[config.mk]
export PLATFORM = sky130hd
export DESIGN_NAME = vpen_unit
export DESIGN_NICKNAME = d
export VERILOG_FILES = /design/src/vpen_pkg.sv /design/src/vpen_unit.sv
export SDC_FILE = /design/constraint.sdc
export NUM_CORES = 1
export LEC_CHECK = 0
export BUFFER_PORTS_ARGS = -buffer_cell sky130_fd_sc_hd__buf_2
export CORE_MARGIN = 1
export CORE_UTILIZATION = 45
export CTS_CLUSTER_DIAMETER = 60
export DETAILED_ROUTE_END_ITERATION = 10
export MAX_ROUTING_LAYER = met4
export PLACE_DENSITY = 0.81
export SLEW_MARGIN = 20
export SYNTH_ARGS = -nofsm -noshare
export SYNTH_HDL_FRONTEND = slang
export SYNTH_SLANG_ARGS = --single-unit
[constraint.sdc]
create_clock -name pclk -period 2.7 [get_ports pclk]
set_input_delay 0.405 -clock pclk [delete_from_list [all_inputs] [get_ports pclk]]
set_output_delay 0.405 -clock pclk [all_outputs]
set_load 0.005 [all_outputs]
[src/vpen_pkg.sv]
// Purpose: Shared constants and types for the virtual processor enable unit
// Assumes: 32-bit instruction words, APB register window with 12-bit offsets
// Notes:   Event bit positions are shared by the status and mask registers
package vpen_pkg;
   // Instruction encoding fields
   localparam logic [5:0]  OPC_MAJOR     = 6'h00;
   localparam logic [4:0]  OPC_ZERO      = 5'h00;
   localparam logic [9:0]  OPC_MINOR     = 10'h0e5;
   localparam logic [5:0]  OPC_GROUP     = 6'h3c;
   localparam logic [3:0]  MIN_REV       = 4'h6;
   // Register byte offsets
   localparam logic [11:0] ADDR_CTRL     = 12'h000;
   localparam logic [11:0] ADDR_VPCTL    = 12'h004;
   localparam logic [11:0] ADDR_STATUS   = 12'h008;
   localparam logic [11:0] ADDR_MASK     = 12'h00c;
   localparam logic [11:0] ADDR_VPSTATE  = 12'h010;
   // Control register fields and reset value
   localparam int          CTRL_MT_BIT   = 0;
   localparam int          CTRL_REV_LSB  = 4;
   localparam logic [31:0] CTRL_RST      = 32'h0000_0061;
   localparam logic [31:0] CTRL_WMASK    = 32'h0000_00f1;
   // Control word field
   localparam int          HALT_BIT      = 0;
   // Event bits
   localparam int          EV_W          = 5;
   localparam int          EV_DONE       = 0;
   localparam int          EV_NOP        = 1;
   localparam int          EV_CU         = 2;
   localparam int          EV_RI         = 3;
   localparam int          EV_STOP       = 4;
   localparam logic [4:0]  MASK_RST      = 5'h00;

   typedef enum logic [3:0] {
      ST_IDLE  = 4'b0001,
      ST_EXEC  = 4'b0010,
      ST_WAKE  = 4'b0100,
      ST_CLEAR = 4'b1000
   } vpen_state_t;

   typedef struct packed {
      logic [31:0] instr;
      logic        oldest;
      logic        speculative;
      logic        cop0_ok;
   } vpen_req_t;

   typedef struct packed {
      logic        gpr_we;
      logic [4:0]  gpr_addr;
      logic [31:0] gpr_data;
      logic        exc_cu;
      logic        exc_ri;
      logic        nop;
   } vpen_resp_t;
endpackage : vpen_pkg

[src/vpen_unit.sv]
// Purpose: Executes the enable-virtual-processors instruction for one core
// Assumes: Requests arrive from the issuing processor's retire stage
// Notes:   Halted flag is core-wide; disable pulses come from outside
// Contract
// - Decode major 000000, zero 25..21, source field 20..16, minor 0011100101, 111100.
// - On effect, resume fetch on every virtual processor except the issuer.
// - Clear the halted flag only after all others are re-enabled.
// - Copy the control word to the source register first when field is non-zero.
// - Take effect only while the halted flag is one, else no-operation.
// - Never speculative; take effect only as the oldest unretired instruction.
// - Without multithreading present, execute as a no-operation.
// - System coprocessor access disabled raises a coprocessor-unusable exception.
// - Architecture revision below 6 raises a reserved-instruction exception.
// - Other processors resume at once, state restored as before the disable.
// - State lost between disable and enable gives no guaranteed effect.
// - Paused processor with link flag cleared before enable stays stopped.
// - Processor waiting at disable ignores interrupts until the enable.
`timescale 1ns/1ps
`default_nettype none
module vpen_unit #(
   parameter int NVP = 4,
   parameter int VPW = 2
) (
   input  wire logic               pclk,
   input  wire logic               presetn,
   input  wire logic               psel,
   input  wire logic               penable,
   input  wire logic               pwrite,
   input  wire logic [11:0]        paddr,
   input  wire logic [31:0]        pwdata,
   output logic [31:0]             prdata,
   output logic                    pready,
   output logic                    pslverr,
   output logic                    irq,
   input  wire vpen_pkg::vpen_req_t req,
   input  wire logic [VPW-1:0]     req_issuer,
   input  wire logic               req_valid,
   output logic                    req_ready,
   output vpen_pkg::vpen_resp_t    resp,
   output logic                    resp_valid,
   input  wire logic               dvp_set,
   input  wire logic [VPW-1:0]     dvp_issuer,
   input  wire logic [NVP-1:0]     pause_retired,
   input  wire logic [NVP-1:0]     wait_retired,
   input  wire logic [NVP-1:0]     load_link_flag,
   output logic [NVP-1:0]          fetch_en,
   output logic [NVP-1:0]          irq_en,
   output logic                    halted_flag
);
   // Instruction match on every fixed field
   function automatic logic is_enable_op(input logic [31:0] w);
      is_enable_op = (w[31:26] == vpen_pkg::OPC_MAJOR) && (w[25:21] == vpen_pkg::OPC_ZERO) &&
                     (w[15:6] == vpen_pkg::OPC_MINOR) && (w[5:0] == vpen_pkg::OPC_GROUP);
   endfunction : is_enable_op

   // Mask with a one for every processor except the given one
   function automatic logic [NVP-1:0] others(input logic [VPW-1:0] id);
      others = ~(NVP'(1) << id);
   endfunction : others

   vpen_pkg::vpen_state_t state;
   logic [31:0]           ctrl;
   logic [vpen_pkg::EV_W-1:0] status;
   logic [vpen_pkg::EV_W-1:0] mask;
   logic [vpen_pkg::EV_W-1:0] ev;
   logic [vpen_pkg::EV_W-1:0] rd_clr;
   logic [31:0]           instr_q;
   logic [VPW-1:0]        issuer_q;
   logic                  cop0_q;
   logic                  rev_ok;
   logic                  mt_on;
   logic                  go;
   logic                  take;
   logic [NVP-1:0]        stay_mask;
   logic [31:0]           vpctl_word;
   logic                  wr_acc;
   logic                  rd_acc;
   logic                  setup;

   assign mt_on      = ctrl[vpen_pkg::CTRL_MT_BIT];
   assign rev_ok     = ctrl[vpen_pkg::CTRL_REV_LSB +: 4] >= vpen_pkg::MIN_REV;
   assign vpctl_word = {31'h0000_0000, halted_flag};
   // Effect only when flag set and threading present
   assign go         = mt_on && halted_flag;
   // Paused processors whose link flag already dropped stay stopped
   assign stay_mask  = pause_retired & ~load_link_flag;

   // Accept only a decoded, oldest, non-speculative request while idle
   assign req_ready = (state == vpen_pkg::ST_IDLE) && is_enable_op(req.instr) &&
                      req.oldest && !req.speculative;
   assign take      = req_valid && req_ready;

   // Sequencer: decode, wake others, then clear the halted flag
   always_ff @(posedge pclk or negedge presetn) begin
      if (!presetn) begin
         state <= vpen_pkg::ST_IDLE;
      end else begin
         case (state)
            vpen_pkg::ST_IDLE: begin
               if (take) begin
                  state <= vpen_pkg::ST_EXEC;
               end
            end
            vpen_pkg::ST_EXEC: begin
               if (rev_ok && cop0_q && go) begin
                  state <= vpen_pkg::ST_WAKE;
               end else begin
                  state <= vpen_pkg::ST_IDLE;
               end
            end
            vpen_pkg::ST_WAKE: begin
               state <= vpen_pkg::ST_CLEAR;
            end
            vpen_pkg::ST_CLEAR: begin
               state <= vpen_pkg::ST_IDLE;
            end
            default: begin
               state <= vpen_pkg::ST_IDLE;
            end
         endcase
      end
   end

   // Request capture
   always_ff @(posedge pclk or negedge presetn) begin
      if (!presetn) begin
         instr_q  <= 32'h0000_0000;
         issuer_q <= '0;
         cop0_q   <= 1'b0;
      end else if (take) begin
         instr_q  <= req.instr;
         issuer_q <= req_issuer;
         cop0_q   <= req.cop0_ok;
      end
   end

   // Answer: exceptions, no-operation, or register copy of the old word
   always_ff @(posedge pclk or negedge presetn) begin
      if (!presetn) begin
         resp       <= '0;
         resp_valid <= 1'b0;
      end else begin
         resp_valid <= 1'b0;
         if (state == vpen_pkg::ST_EXEC) begin
            resp          <= '0;
            resp.gpr_addr <= instr_q[20:16];
            resp.gpr_data <= vpctl_word;
            if (!rev_ok) begin
               resp.exc_ri <= 1'b1;
               resp_valid  <= 1'b1;
            end else if (!cop0_q) begin
               resp.exc_cu <= 1'b1;
               resp_valid  <= 1'b1;
            end else begin
               resp.gpr_we <= instr_q[20:16] != 5'h00;
               resp.nop    <= !go;
               resp_valid  <= !go;
            end
         end else if (state == vpen_pkg::ST_CLEAR) begin
            resp_valid <= 1'b1;
         end
      end
   end

   // Core-wide halted flag; a disable in the clear cycle wins
   always_ff @(posedge pclk or negedge presetn) begin
      if (!presetn) begin
         halted_flag <= 1'b0;
      end else if (dvp_set) begin
         halted_flag <= 1'b1;
      end else if (state == vpen_pkg::ST_CLEAR) begin
         halted_flag <= 1'b0;
      end
   end

   // Fetch enables: stop others on disable, resume at once on enable
   // Lost processor state between the pair is not repaired here
   always_ff @(posedge pclk or negedge presetn) begin
      if (!presetn) begin
         fetch_en <= '1;
      end else if (dvp_set) begin
         fetch_en <= fetch_en & ~others(dvp_issuer);
      end else if (state == vpen_pkg::ST_WAKE) begin
         fetch_en <= fetch_en | (others(issuer_q) & ~stay_mask);
      end
   end

   // Interrupt enables: waiting processors go deaf until the enable
   always_ff @(posedge pclk or negedge presetn) begin
      if (!presetn) begin
         irq_en <= '1;
      end else if (dvp_set) begin
         irq_en <= irq_en & ~(others(dvp_issuer) & wait_retired);
      end else if (state == vpen_pkg::ST_WAKE) begin
         irq_en <= irq_en | others(issuer_q);
      end
   end

   // Event pulses
   always_comb begin
      ev                    = '0;
      ev[vpen_pkg::EV_DONE] = state == vpen_pkg::ST_CLEAR;
      ev[vpen_pkg::EV_NOP]  = resp_valid && resp.nop;
      ev[vpen_pkg::EV_CU]   = resp_valid && resp.exc_cu;
      ev[vpen_pkg::EV_RI]   = resp_valid && resp.exc_ri;
      ev[vpen_pkg::EV_STOP] = dvp_set;
   end

   // APB phases; zero wait states
   assign setup   = psel && !penable;
   assign wr_acc  = psel && penable && pwrite;
   assign rd_acc  = psel && penable && !pwrite;
   assign pready  = 1'b1;
   assign rd_clr  = (rd_acc && paddr == vpen_pkg::ADDR_STATUS) ?
                    prdata[vpen_pkg::EV_W-1:0] : '0;

   // Read data captured in setup so the access cycle returns a flop
   always_ff @(posedge pclk or negedge presetn) begin
      if (!presetn) begin
         prdata  <= 32'h0000_0000;
         pslverr <= 1'b0;
      end else if (setup) begin
         pslverr <= 1'b0;
         if (paddr == vpen_pkg::ADDR_CTRL) begin
            prdata <= ctrl;
         end else if (paddr == vpen_pkg::ADDR_VPCTL) begin
            prdata <= vpctl_word;
         end else if (paddr == vpen_pkg::ADDR_STATUS) begin
            prdata <= {27'h000_0000, status};
         end else if (paddr == vpen_pkg::ADDR_MASK) begin
            prdata <= {27'h000_0000, mask};
         end else if (paddr == vpen_pkg::ADDR_VPSTATE) begin
            prdata <= {16'h0000, 8'(irq_en), 8'(fetch_en)};
         end else begin
            prdata  <= 32'h0000_0000;
            pslverr <= 1'b1;
         end
      end
   end

   // Writable configuration
   always_ff @(posedge pclk or negedge presetn) begin
      if (!presetn) begin
         ctrl <= vpen_pkg::CTRL_RST;
         mask <= vpen_pkg::MASK_RST;
      end else if (wr_acc) begin
         if (paddr == vpen_pkg::ADDR_CTRL) begin
            ctrl <= pwdata & vpen_pkg::CTRL_WMASK;
         end else if (paddr == vpen_pkg::ADDR_MASK) begin
            mask <= pwdata[vpen_pkg::EV_W-1:0];
         end
      end
   end

   // Sticky status; clears only bits that were read, new events win
   always_ff @(posedge pclk or negedge presetn) begin
      if (!presetn) begin
         status <= '0;
      end else begin
         status <= (status & ~rd_clr) | ev;
      end
   end

   assign irq = |(status & mask);

   // Checks
   logic [VPW-1:0] iss_chk;
   assign iss_chk = issuer_q;

   // Decode and ordering; fields checked one by one, apart from the match function
   decode_ok_a: assert property (@(posedge pclk) disable iff (!presetn)
      take |-> req.instr[31:26] == vpen_pkg::OPC_MAJOR &&
      req.instr[25:21] == vpen_pkg::OPC_ZERO && req.instr[15:6] == vpen_pkg::OPC_MINOR &&
      req.instr[5:0] == vpen_pkg::OPC_GROUP)
      else $error("accepted a non-matching encoding");
   oldest_only_a: assert property (@(posedge pclk) disable iff (!presetn)
      take |-> req.oldest && !req.speculative)
      else $error("accepted a young or speculative request");

   // Wake before clear
   wake_others_a: assert property (@(posedge pclk) disable iff (!presetn)
      (state == vpen_pkg::ST_WAKE && !dvp_set) |=>
      ((fetch_en & others(iss_chk) & ~$past(stay_mask)) == (others(iss_chk) & ~$past(stay_mask))))
      else $error("other processors not resumed");
   clear_late_a: assert property (@(posedge pclk) disable iff (!presetn)
      (halted_flag && !dvp_set ##1 !halted_flag) |-> $past(state, 1) == vpen_pkg::ST_CLEAR &&
      $past(state, 2) == vpen_pkg::ST_WAKE)
      else $error("halted flag cleared before wake");

   // Answer codes, then paused and waiting processors and the halted flag
   gpr_copy_a: assert property (@(posedge pclk) disable iff (!presetn)
      (state == vpen_pkg::ST_EXEC && rev_ok && cop0_q) |=>
      resp.gpr_we == (resp.gpr_addr != 5'h00) && resp.gpr_data == $past(vpctl_word))
      else $error("old control word not returned");
   nop_idle_a: assert property (@(posedge pclk) disable iff (!presetn)
      (state == vpen_pkg::ST_EXEC && rev_ok && cop0_q && !halted_flag) |=>
      resp_valid && resp.nop && state == vpen_pkg::ST_IDLE)
      else $error("enable took effect while not halted");
   mt_nop_a: assert property (@(posedge pclk) disable iff (!presetn)
      (state == vpen_pkg::ST_EXEC && rev_ok && cop0_q && !mt_on) |=>
      resp.nop && $stable(fetch_en))
      else $error("enable acted without multithreading");
   cu_exc_a: assert property (@(posedge pclk) disable iff (!presetn)
      (state == vpen_pkg::ST_EXEC && rev_ok && !cop0_q) |=>
      resp_valid && resp.exc_cu && !resp.gpr_we)
      else $error("missing coprocessor-unusable exception");
   ri_exc_a: assert property (@(posedge pclk) disable iff (!presetn)
      (state == vpen_pkg::ST_EXEC && !rev_ok) |=> resp_valid && resp.exc_ri && !resp.exc_cu)
      else $error("missing reserved-instruction exception");
   pause_hold_a: assert property (@(posedge pclk) disable iff (!presetn)
      (state == vpen_pkg::ST_WAKE && !dvp_set) |=>
      (fetch_en & $past(stay_mask)) == ($past(fetch_en) & $past(stay_mask)))
      else $error("paused processor resumed after link clear");
   wait_deaf_a: assert property (@(posedge pclk) disable iff (!presetn)
      dvp_set |=> (irq_en & others($past(dvp_issuer)) & $past(wait_retired)) == '0)
      else $error("waiting processor still takes interrupts");
   halt_set_a: assert property (@(posedge pclk) disable iff (!presetn)
      dvp_set |=> halted_flag)
      else $error("disable did not set halted flag");

   // Flags and enables change only on a disable or inside the enable sequence
   halt_hold_a: assert property (@(posedge pclk) disable iff (!presetn)
      (!dvp_set && state != vpen_pkg::ST_CLEAR) |=> $stable(halted_flag))
      else $error("halted flag changed with no cause");
   fetch_hold_a: assert property (@(posedge pclk) disable iff (!presetn)
      (!dvp_set && state != vpen_pkg::ST_WAKE) |=> $stable(fetch_en))
      else $error("fetch enables changed with no cause");
   irq_hold_a: assert property (@(posedge pclk) disable iff (!presetn)
      (!dvp_set && state != vpen_pkg::ST_WAKE) |=> $stable(irq_en))
      else $error("interrupt enables changed with no cause");
   issuer_kept_a: assert property (@(posedge pclk) disable iff (!presetn)
      (state == vpen_pkg::ST_WAKE && !dvp_set) |=>
      fetch_en[iss_chk] == $past(fetch_en[iss_chk]))
      else $error("issuer fetch enable touched by its own enable");
   done_clear_a: assert property (@(posedge pclk) disable iff (!presetn)
      (state == vpen_pkg::ST_CLEAR && !dvp_set) |=>
      resp_valid && !halted_flag && state == vpen_pkg::ST_IDLE)
      else $error("enable sequence did not end with a cleared flag");

   // Main scenarios
   take_c: cover property (@(posedge pclk) disable iff (!presetn) take);
   full_c: cover property (@(posedge pclk) disable iff (!presetn)
      state == vpen_pkg::ST_WAKE ##1 state == vpen_pkg::ST_CLEAR ##1 !halted_flag);
   nop_c: cover property (@(posedge pclk) disable iff (!presetn) resp_valid && resp.nop);
   exc_c: cover property (@(posedge pclk) disable iff (!presetn)
      resp_valid && (resp.exc_cu || resp.exc_ri));
   deaf_c: cover property (@(posedge pclk) disable iff (!presetn)
      dvp_set && |(others(dvp_issuer) & wait_retired));
endmodule : vpen_unit
`default_nettype wire

==> results of run 1 <==
stage by stage:
step / hold WS (ps) / std cells
2_1_floorplan: 109 / 371
3_3_place_gp: 456 / 522
3_5_place_dp: 465 / 522
4_1_cts: 201 / 538
5_1_grt: 214 / 538
6_report: 220 / 538
worst paths after layout:
kind                               end  slack (ps)  depth (start not counted)
min in group pclk            irq_en[2]         220                          2
min                        instr_q[19]         220                          2
max reg2reg                instr_q[20]         690                          4
max in group asynchronous   iss_chk[0]        1980                          2
max                          req_ready         520                          6
min reg2reg                 prdata[10]         470                          2
worst reg2reg max path: stages (launching register included):
cell and delay, ps:
dfrtp_1 410, nor4_1 490, nand4bb_4 170, nor3_4 440, mux2_2 390
cells by family (layout without fill, tap and decap cells):
logic type	after synthesis	after routing	share of synthesized area [%]
AND/OR/NAND/NOR	116	116	20.0
buffers and inverters	64	135	13.5
flip-flops	60	60	46.5
AO/OA/AOI/OAI	55	55	11.5
multiplexers	24	24	8.28
other	2	52	0.230
layout make-up:
cell class	count	area, sq um
Inverter	3	11.3
Multi-Input combinational cell	247	1500
Clock inverter	1	5.00
Fill cell	619	2990
Clock buffer	15	176
Timing Repair Buffer	116	591
Tap cell	96	120
Sequential cell	60	1520
per-layer routing:
| metal | vias to the layer above | track usage, % | part of all wire [%] |
|---|---|---|---|
| met2 | 139 | 32.2 | 48 |
| met1 | 1224 | 24.4 | 43 |
| li1 | 1253 | - | - |
| met5 | - | - | 0 |
| met4 | 0 | 5.81 | 0.88 |
| met3 | 6 | 6.35 | 7.7 |
state kept, by name, summed over array words and instances (netlist names):
signal and flops:
halted_flag 1, cop0_q 1, prdata 12, resp_valid 1, status 5, irq_en 4
fetch_en 4, state 4, pslverr 1, instr_q 5, mask 5, ctrl 5
iss_chk 2, resp 10
layout by cell type (no fill, tap or decap), drive strengths merged, types with 6 or more instances in the layout:
cell / count
nand2b: 13
nand2: 45
o21ai: 18
dfstp: 12
mux2: 24
nor3: 7
buf: 116
a22oi: 6
nor2: 13
dfrtp: 48
clkbuf: 15
conb: 52
report_power, final:
group	leakage [nW]	total, W	switching (W)	internal (W)
clock network	0.0937	0.000734	0.000326	0.000408
registers	0.774	0.000901	0.000000204	0.000900
logic	1.17	0.000139	0.0000808	0.0000581
==> impl_metrics.yaml, run 1 <==
run_status:
  status: "complete, no violations"
floorplanning:
  ios: 189
  coreArea_sq_mm: 0.00691
  dieArea_sq_mm: 0.00760
  rows: 30
  start_util_pct: 47.3
  die_h_microns: 87.2
  die_w_microns: 87.2
synth:
  ys_seq_area_share_pct: 46.5
  netlist_instances: 321
  netlist.area_leader.share_pct: 36.8
  synth-edff-count: 0
  ys_types: 47
  synth-seq-cells: 60
  synth_flop_cell: "dfrtp_1"
  syn_avg_cell_area_sq_um: 10.2
  ys_warn_count: 0
  yosysTopAreaCell: "dfrtp_1"
  synthesis.area_sq_mm: 0.00326
  synth_commonest_cells: "52 x buf_4, 48 x dfrtp_1, 45 x nand2_1"
  synth.most_common_cell: "buf_4"
  synth_area_leaders: "dfrtp_1 37%, buf_4 12%, dfstp_2 9.7%"
  synth-async-reset-ratio_pct: 100
critical_path:
  criticalPathCategory: "input pin to output pin"
  cp.arrival_ps: 1770
  crit_path_frequent_cell: "buf_2"
  startpoint: "req[32]"
  cp-start-kind: "input pin"
  slowest_stage: "nor4_1"
  cp_num_buf_inv: 2
  r2r_start: "state[1]"
  cp_top_family: "simple AND/OR/NAND/NOR gates"
  crit_chain: "buf_2 -> nor4_1 -> and4b_1 -> nand4_1 -> nor3_1 -> buf_2"
  critical_path.max_stage_delay_ps: 540
  cp.required_ps: 2300
  cp_max_fo: 2
  setup.worst_path.end_class: "output pin"
cells_and_area:
  fin_area_sq_mm: 0.00392
  syn_to_final_growth_pct: 19.9
  final_util_pct: 56.7
  drive_above_1_share_pct: 39.1
  antenna_cells: 0
  nNetsFinal: 539
placement:
  dp_slack_ps: 383
  placed_area_sq_mm: 0.00373
  hpwl_microns: 5490
  io_buffers: 112
  place.gp.congestion: 0.799
route:
  initialDrtViolationCount: 122
  vias: 2622
  detail-route-antenna-nets: 0
  drc: 0
  detail_route.wl_per_cell_microns: 13.1
  drt_first_pass_iters: 5
  viasPerCell: 4.87
  wirelength_microns: 7030
clock_network:
  cts_made_buffers: 9
  clkTransAtPathRegs_ps: 60
  clock_latency_ps: 330
  cts_buffer_depth: 2
  cts_hold_buf: 0
  cts_tree: "done"
  postCtsSetupRepairBufs: 0
  cts_resized: 0
  cts_sinks: 60
  root_buffer: "clkbuf_8"
  htreeDepth: 3
min_path:
  worstHoldPathType: "input pin to asynchronous set/reset pin"
sta:
  min_period_over_period_pct: 80.7
  drv_slew: 0
  worst_slew_pin_slew_ps: 753
  slew_headroom_pct: 49.8
  min_period_ps: 2180
  setup_slack_ps: 522
  fmax_ghz: 0.459
  setup_tns_ps: 0
  hold_viol_final: 0
  clock_skew_ps: 6.26
  grt_setup_unrepaired: "false"
  setup_viol: 0
power_and_ir_drop:
  power_density_mw_per_mm2: 453
  p_total_w: 0.00177
  leakagePower_nw: 2.04
  vdd_drop_max_mv: 0.435
global_routing:
  grt_max_degree: 61
  grt_pass1_vias: 2386
  grt_pass1_wl_microns: 11000
  grt_overflow: 0
  antenna_found_initial: 0
  grt_usage_pct: 20.1
run:
  cap_violations: 0
Note: power is estimated with default switching activity, not from simulation.
==> inputs of run 2 (changes only) <==
--- a/config.mk
+++ b/config.mk
@@ -7,11 +7,11 @@
 export LEC_CHECK = 0
 export BUFFER_PORTS_ARGS = -buffer_cell sky130_fd_sc_hd__buf_2
 export CORE_MARGIN = 1
-export CORE_UTILIZATION = 45
+export CORE_UTILIZATION = 40
 export CTS_CLUSTER_DIAMETER = 60
 export DETAILED_ROUTE_END_ITERATION = 10
 export MAX_ROUTING_LAYER = met4
-export PLACE_DENSITY = 0.81
+export PLACE_DENSITY = 0.76
 export SLEW_MARGIN = 20
 export SYNTH_ARGS = -nofsm -noshare
 export SYNTH_HDL_FRONTEND = slang
==> constraint.sdc (replaced) <==
create_clock -name pclk -period 1.8 [get_ports pclk]
set_input_delay 0.27 -clock pclk [delete_from_list [all_inputs] [get_ports pclk]]
set_output_delay 0.27 -clock pclk [all_outputs]
set_load 0.005 [all_outputs]
==> run 2 against run 1 <==
Sequential cell count is the same. Sequential share of layout area shrank 1.9 points. Via count grew 2.4%. Register-to-register slack lost 590 ps. Clock power grew 98%. Utilization shrank 3.9 points. Combinational power grew 62%. Total power grew 70%. Cell count grew 3.2%. Largest power group is now clock. Highest routed layer unchanged.
==> impl_metrics.yaml, run 2 (synthesis results as in run 1) <==
run_status:
  status: "complete, no violations"
min_path:
  worstHoldPathType: "input pin to flop"
  min_to: "irq_en[1]"
  whs_path_depth: 2
  min_from: "wait_retired[1]"
sta:
  setup_tns_ps: 0
  slew_headroom_pct: 59.7
  setup_viol: 0
  fmax_ghz: 0.574
  worst_slew_pin_slew_ps: 604
  drv_slew: 0
  min_period_over_period_pct: 96.8
  grt_setup_unrepaired: "true"
  setup_slack_ps: 56.8
  hold_viol_final: 0
  min_period_ps: 1740
  clock_skew_ps: 7.14
global_routing:
  antenna_found_initial: 0
  grt_pass1_wl_microns: 12100
  grt_usage_pct: 19.1
  grt_pass1_vias: 2608
  grt_overflow: 0
  grt_max_degree: 61
power_and_ir_drop:
  vdd_drop_max_mv: 0.411
  power_frac_seq_pct: 44.7
  power.internal_w: 0.00240
  leakagePower_nw: 2.13
  switching_share_pct: 20.6
  p_comb_share_pct: 7.5
  switchingPower_w: 0.000621
  power_density_mw_per_mm2: 734
  clkPwrFrac_pct: 47.8
critical_path:
  cp.required_ps: 1530
  cp.arrival_ps: 1470
  r2r_start: "state[0]"
  ff2ff_setup_slack_ps: 100
  startpoint: "state[0]"
  ff2ff_path_depth: 5
  cp-start-kind: "flop"
  cp_max_fo: 4
  setup.worst_path.end_class: "output pin"
  criticalPathCategory: "flop to output pin"
  r2r-end: "instr_q[17]"
cells_and_area:
  antenna_cells: 0
  final_common_cell: "buf_2"
  largest_register_ffs: 12
  fillCellCount: 760
  syn_to_final_growth_pct: 26.2
  multi_input_area_sq_mm: 0.00153
  nNetsFinal: 550
  top_register: "prdata"
  layout_common_cells: "112 x buf_2, 52 x conb_1, 47 x dfrtp_1"
  ff_latch_area_sq_mm: 0.00152
  drive_above_1_share_pct: 42.4
  biggestRegsByFlops: "prdata: 12 flops, resp: 10 flops"
clock_network:
  cts_sinks: 60
  cts_made_buffers: 9
  htreeDepth: 3
  cts_tree: "done"
  clkTransAtPathRegs_ps: 60
  root_buffer: "clkbuf_8"
  cts_buffer_depth: 2
  clock_latency_ps: 330
floorplanning:
  rows: 32
  dieArea_sq_mm: 0.00853
  die_h_microns: 92.3
  ios: 189
  coreArea_sq_mm: 0.00781
  start_util_pct: 41.8
  die_w_microns: 92.3
placement:
  place.gp.congestion: 0.827
  io_buffers: 112
  dp_slack_ps: -186
  hpwl_microns: 5770
route:
  vias: 2686
  initialDrtViolationCount: 134
  detail_route.wl_per_cell_microns: 13.3
  wirelength_microns: 7380
  detail-route-antenna-nets: 0
  drc: 0
  viasPerCell: 4.84
  drt_first_pass_iters: 4
run:
  cap_violations: 0
==> run 2: routing by layer <==
layer  GRT usage, %  up-vias  share of wire, %
met4           5.60        0              0.34
met5              -        -                 0
li1               -     1280                 -
met3           5.42        4               8.1
met2           32.5      148                51
met1           21.9     1254                41
==> run 2: cell type report <==
cell class	instances	area share, %
Multi-Input combinational cell	247	37.1
Tap cell	102	3.10
Inverter	3	0.273
Clock inverter	5	2.43
Timing Repair Buffer	127	16.8
Clock buffer	11	3.43
Sequential cell	60	36.8
==> run 2: repair_timing <==
item / in CTS / in global routing
setup buffers: 0 / 1
pin swaps: 1 / 2
hold buffers: 1 / 0
hold endpoints to repair: 48 / 0
endpoints found under the setup margin: 7 / 16
gates resized for setup: 2 / 7
==> run 2: worst max path at each step <==
stage	to	slack [ps]	cells past startpoint
floorplan	mask[0]	5	6
global placement	mask[1]	-150	5
detailed placement	mask[0]	-190	5
CTS	irq_en[0]	-1	5
global route	req_ready	-40	4
finish	req_ready	60	4
==> run 2: worst max-delay path, stage by stage (launching register included) <==
cell     delay, ps
dfstp_2        560
and4b_1        200
nand4_1        110
nor3_1         140
buf_2          140
==> run 2: metrics by stage <==
step	cell area [sq um]	instances	utilization, %	total power [W]	hold WS [ps]
6_report	4120	555	52.8	0.00302	99.6
5_1_grt	4120	555	52.8	0.00317	94.2
4_1_cts	4080	554	52.3	0.00307	78.9
3_5_place_dp	3820	537	48.9	0.00160	302
3_3_place_gp	3820	537	48.9	0.00159	295
2_1_floorplan	3470	371	-	0.00154	-25.6
==> run 2: power groups by stage <==
stage          Sequential, W  Clock [W]  Combinational (W)
3_3_place_gp         0.00137          0           0.000215
4_1_cts              0.00135    0.00149           0.000224
2_1_floorplan        0.00137          0           0.000162
3_5_place_dp         0.00137          0           0.000221
6_report             0.00135    0.00145           0.000225
5_1_grt              0.00135    0.00156           0.000259
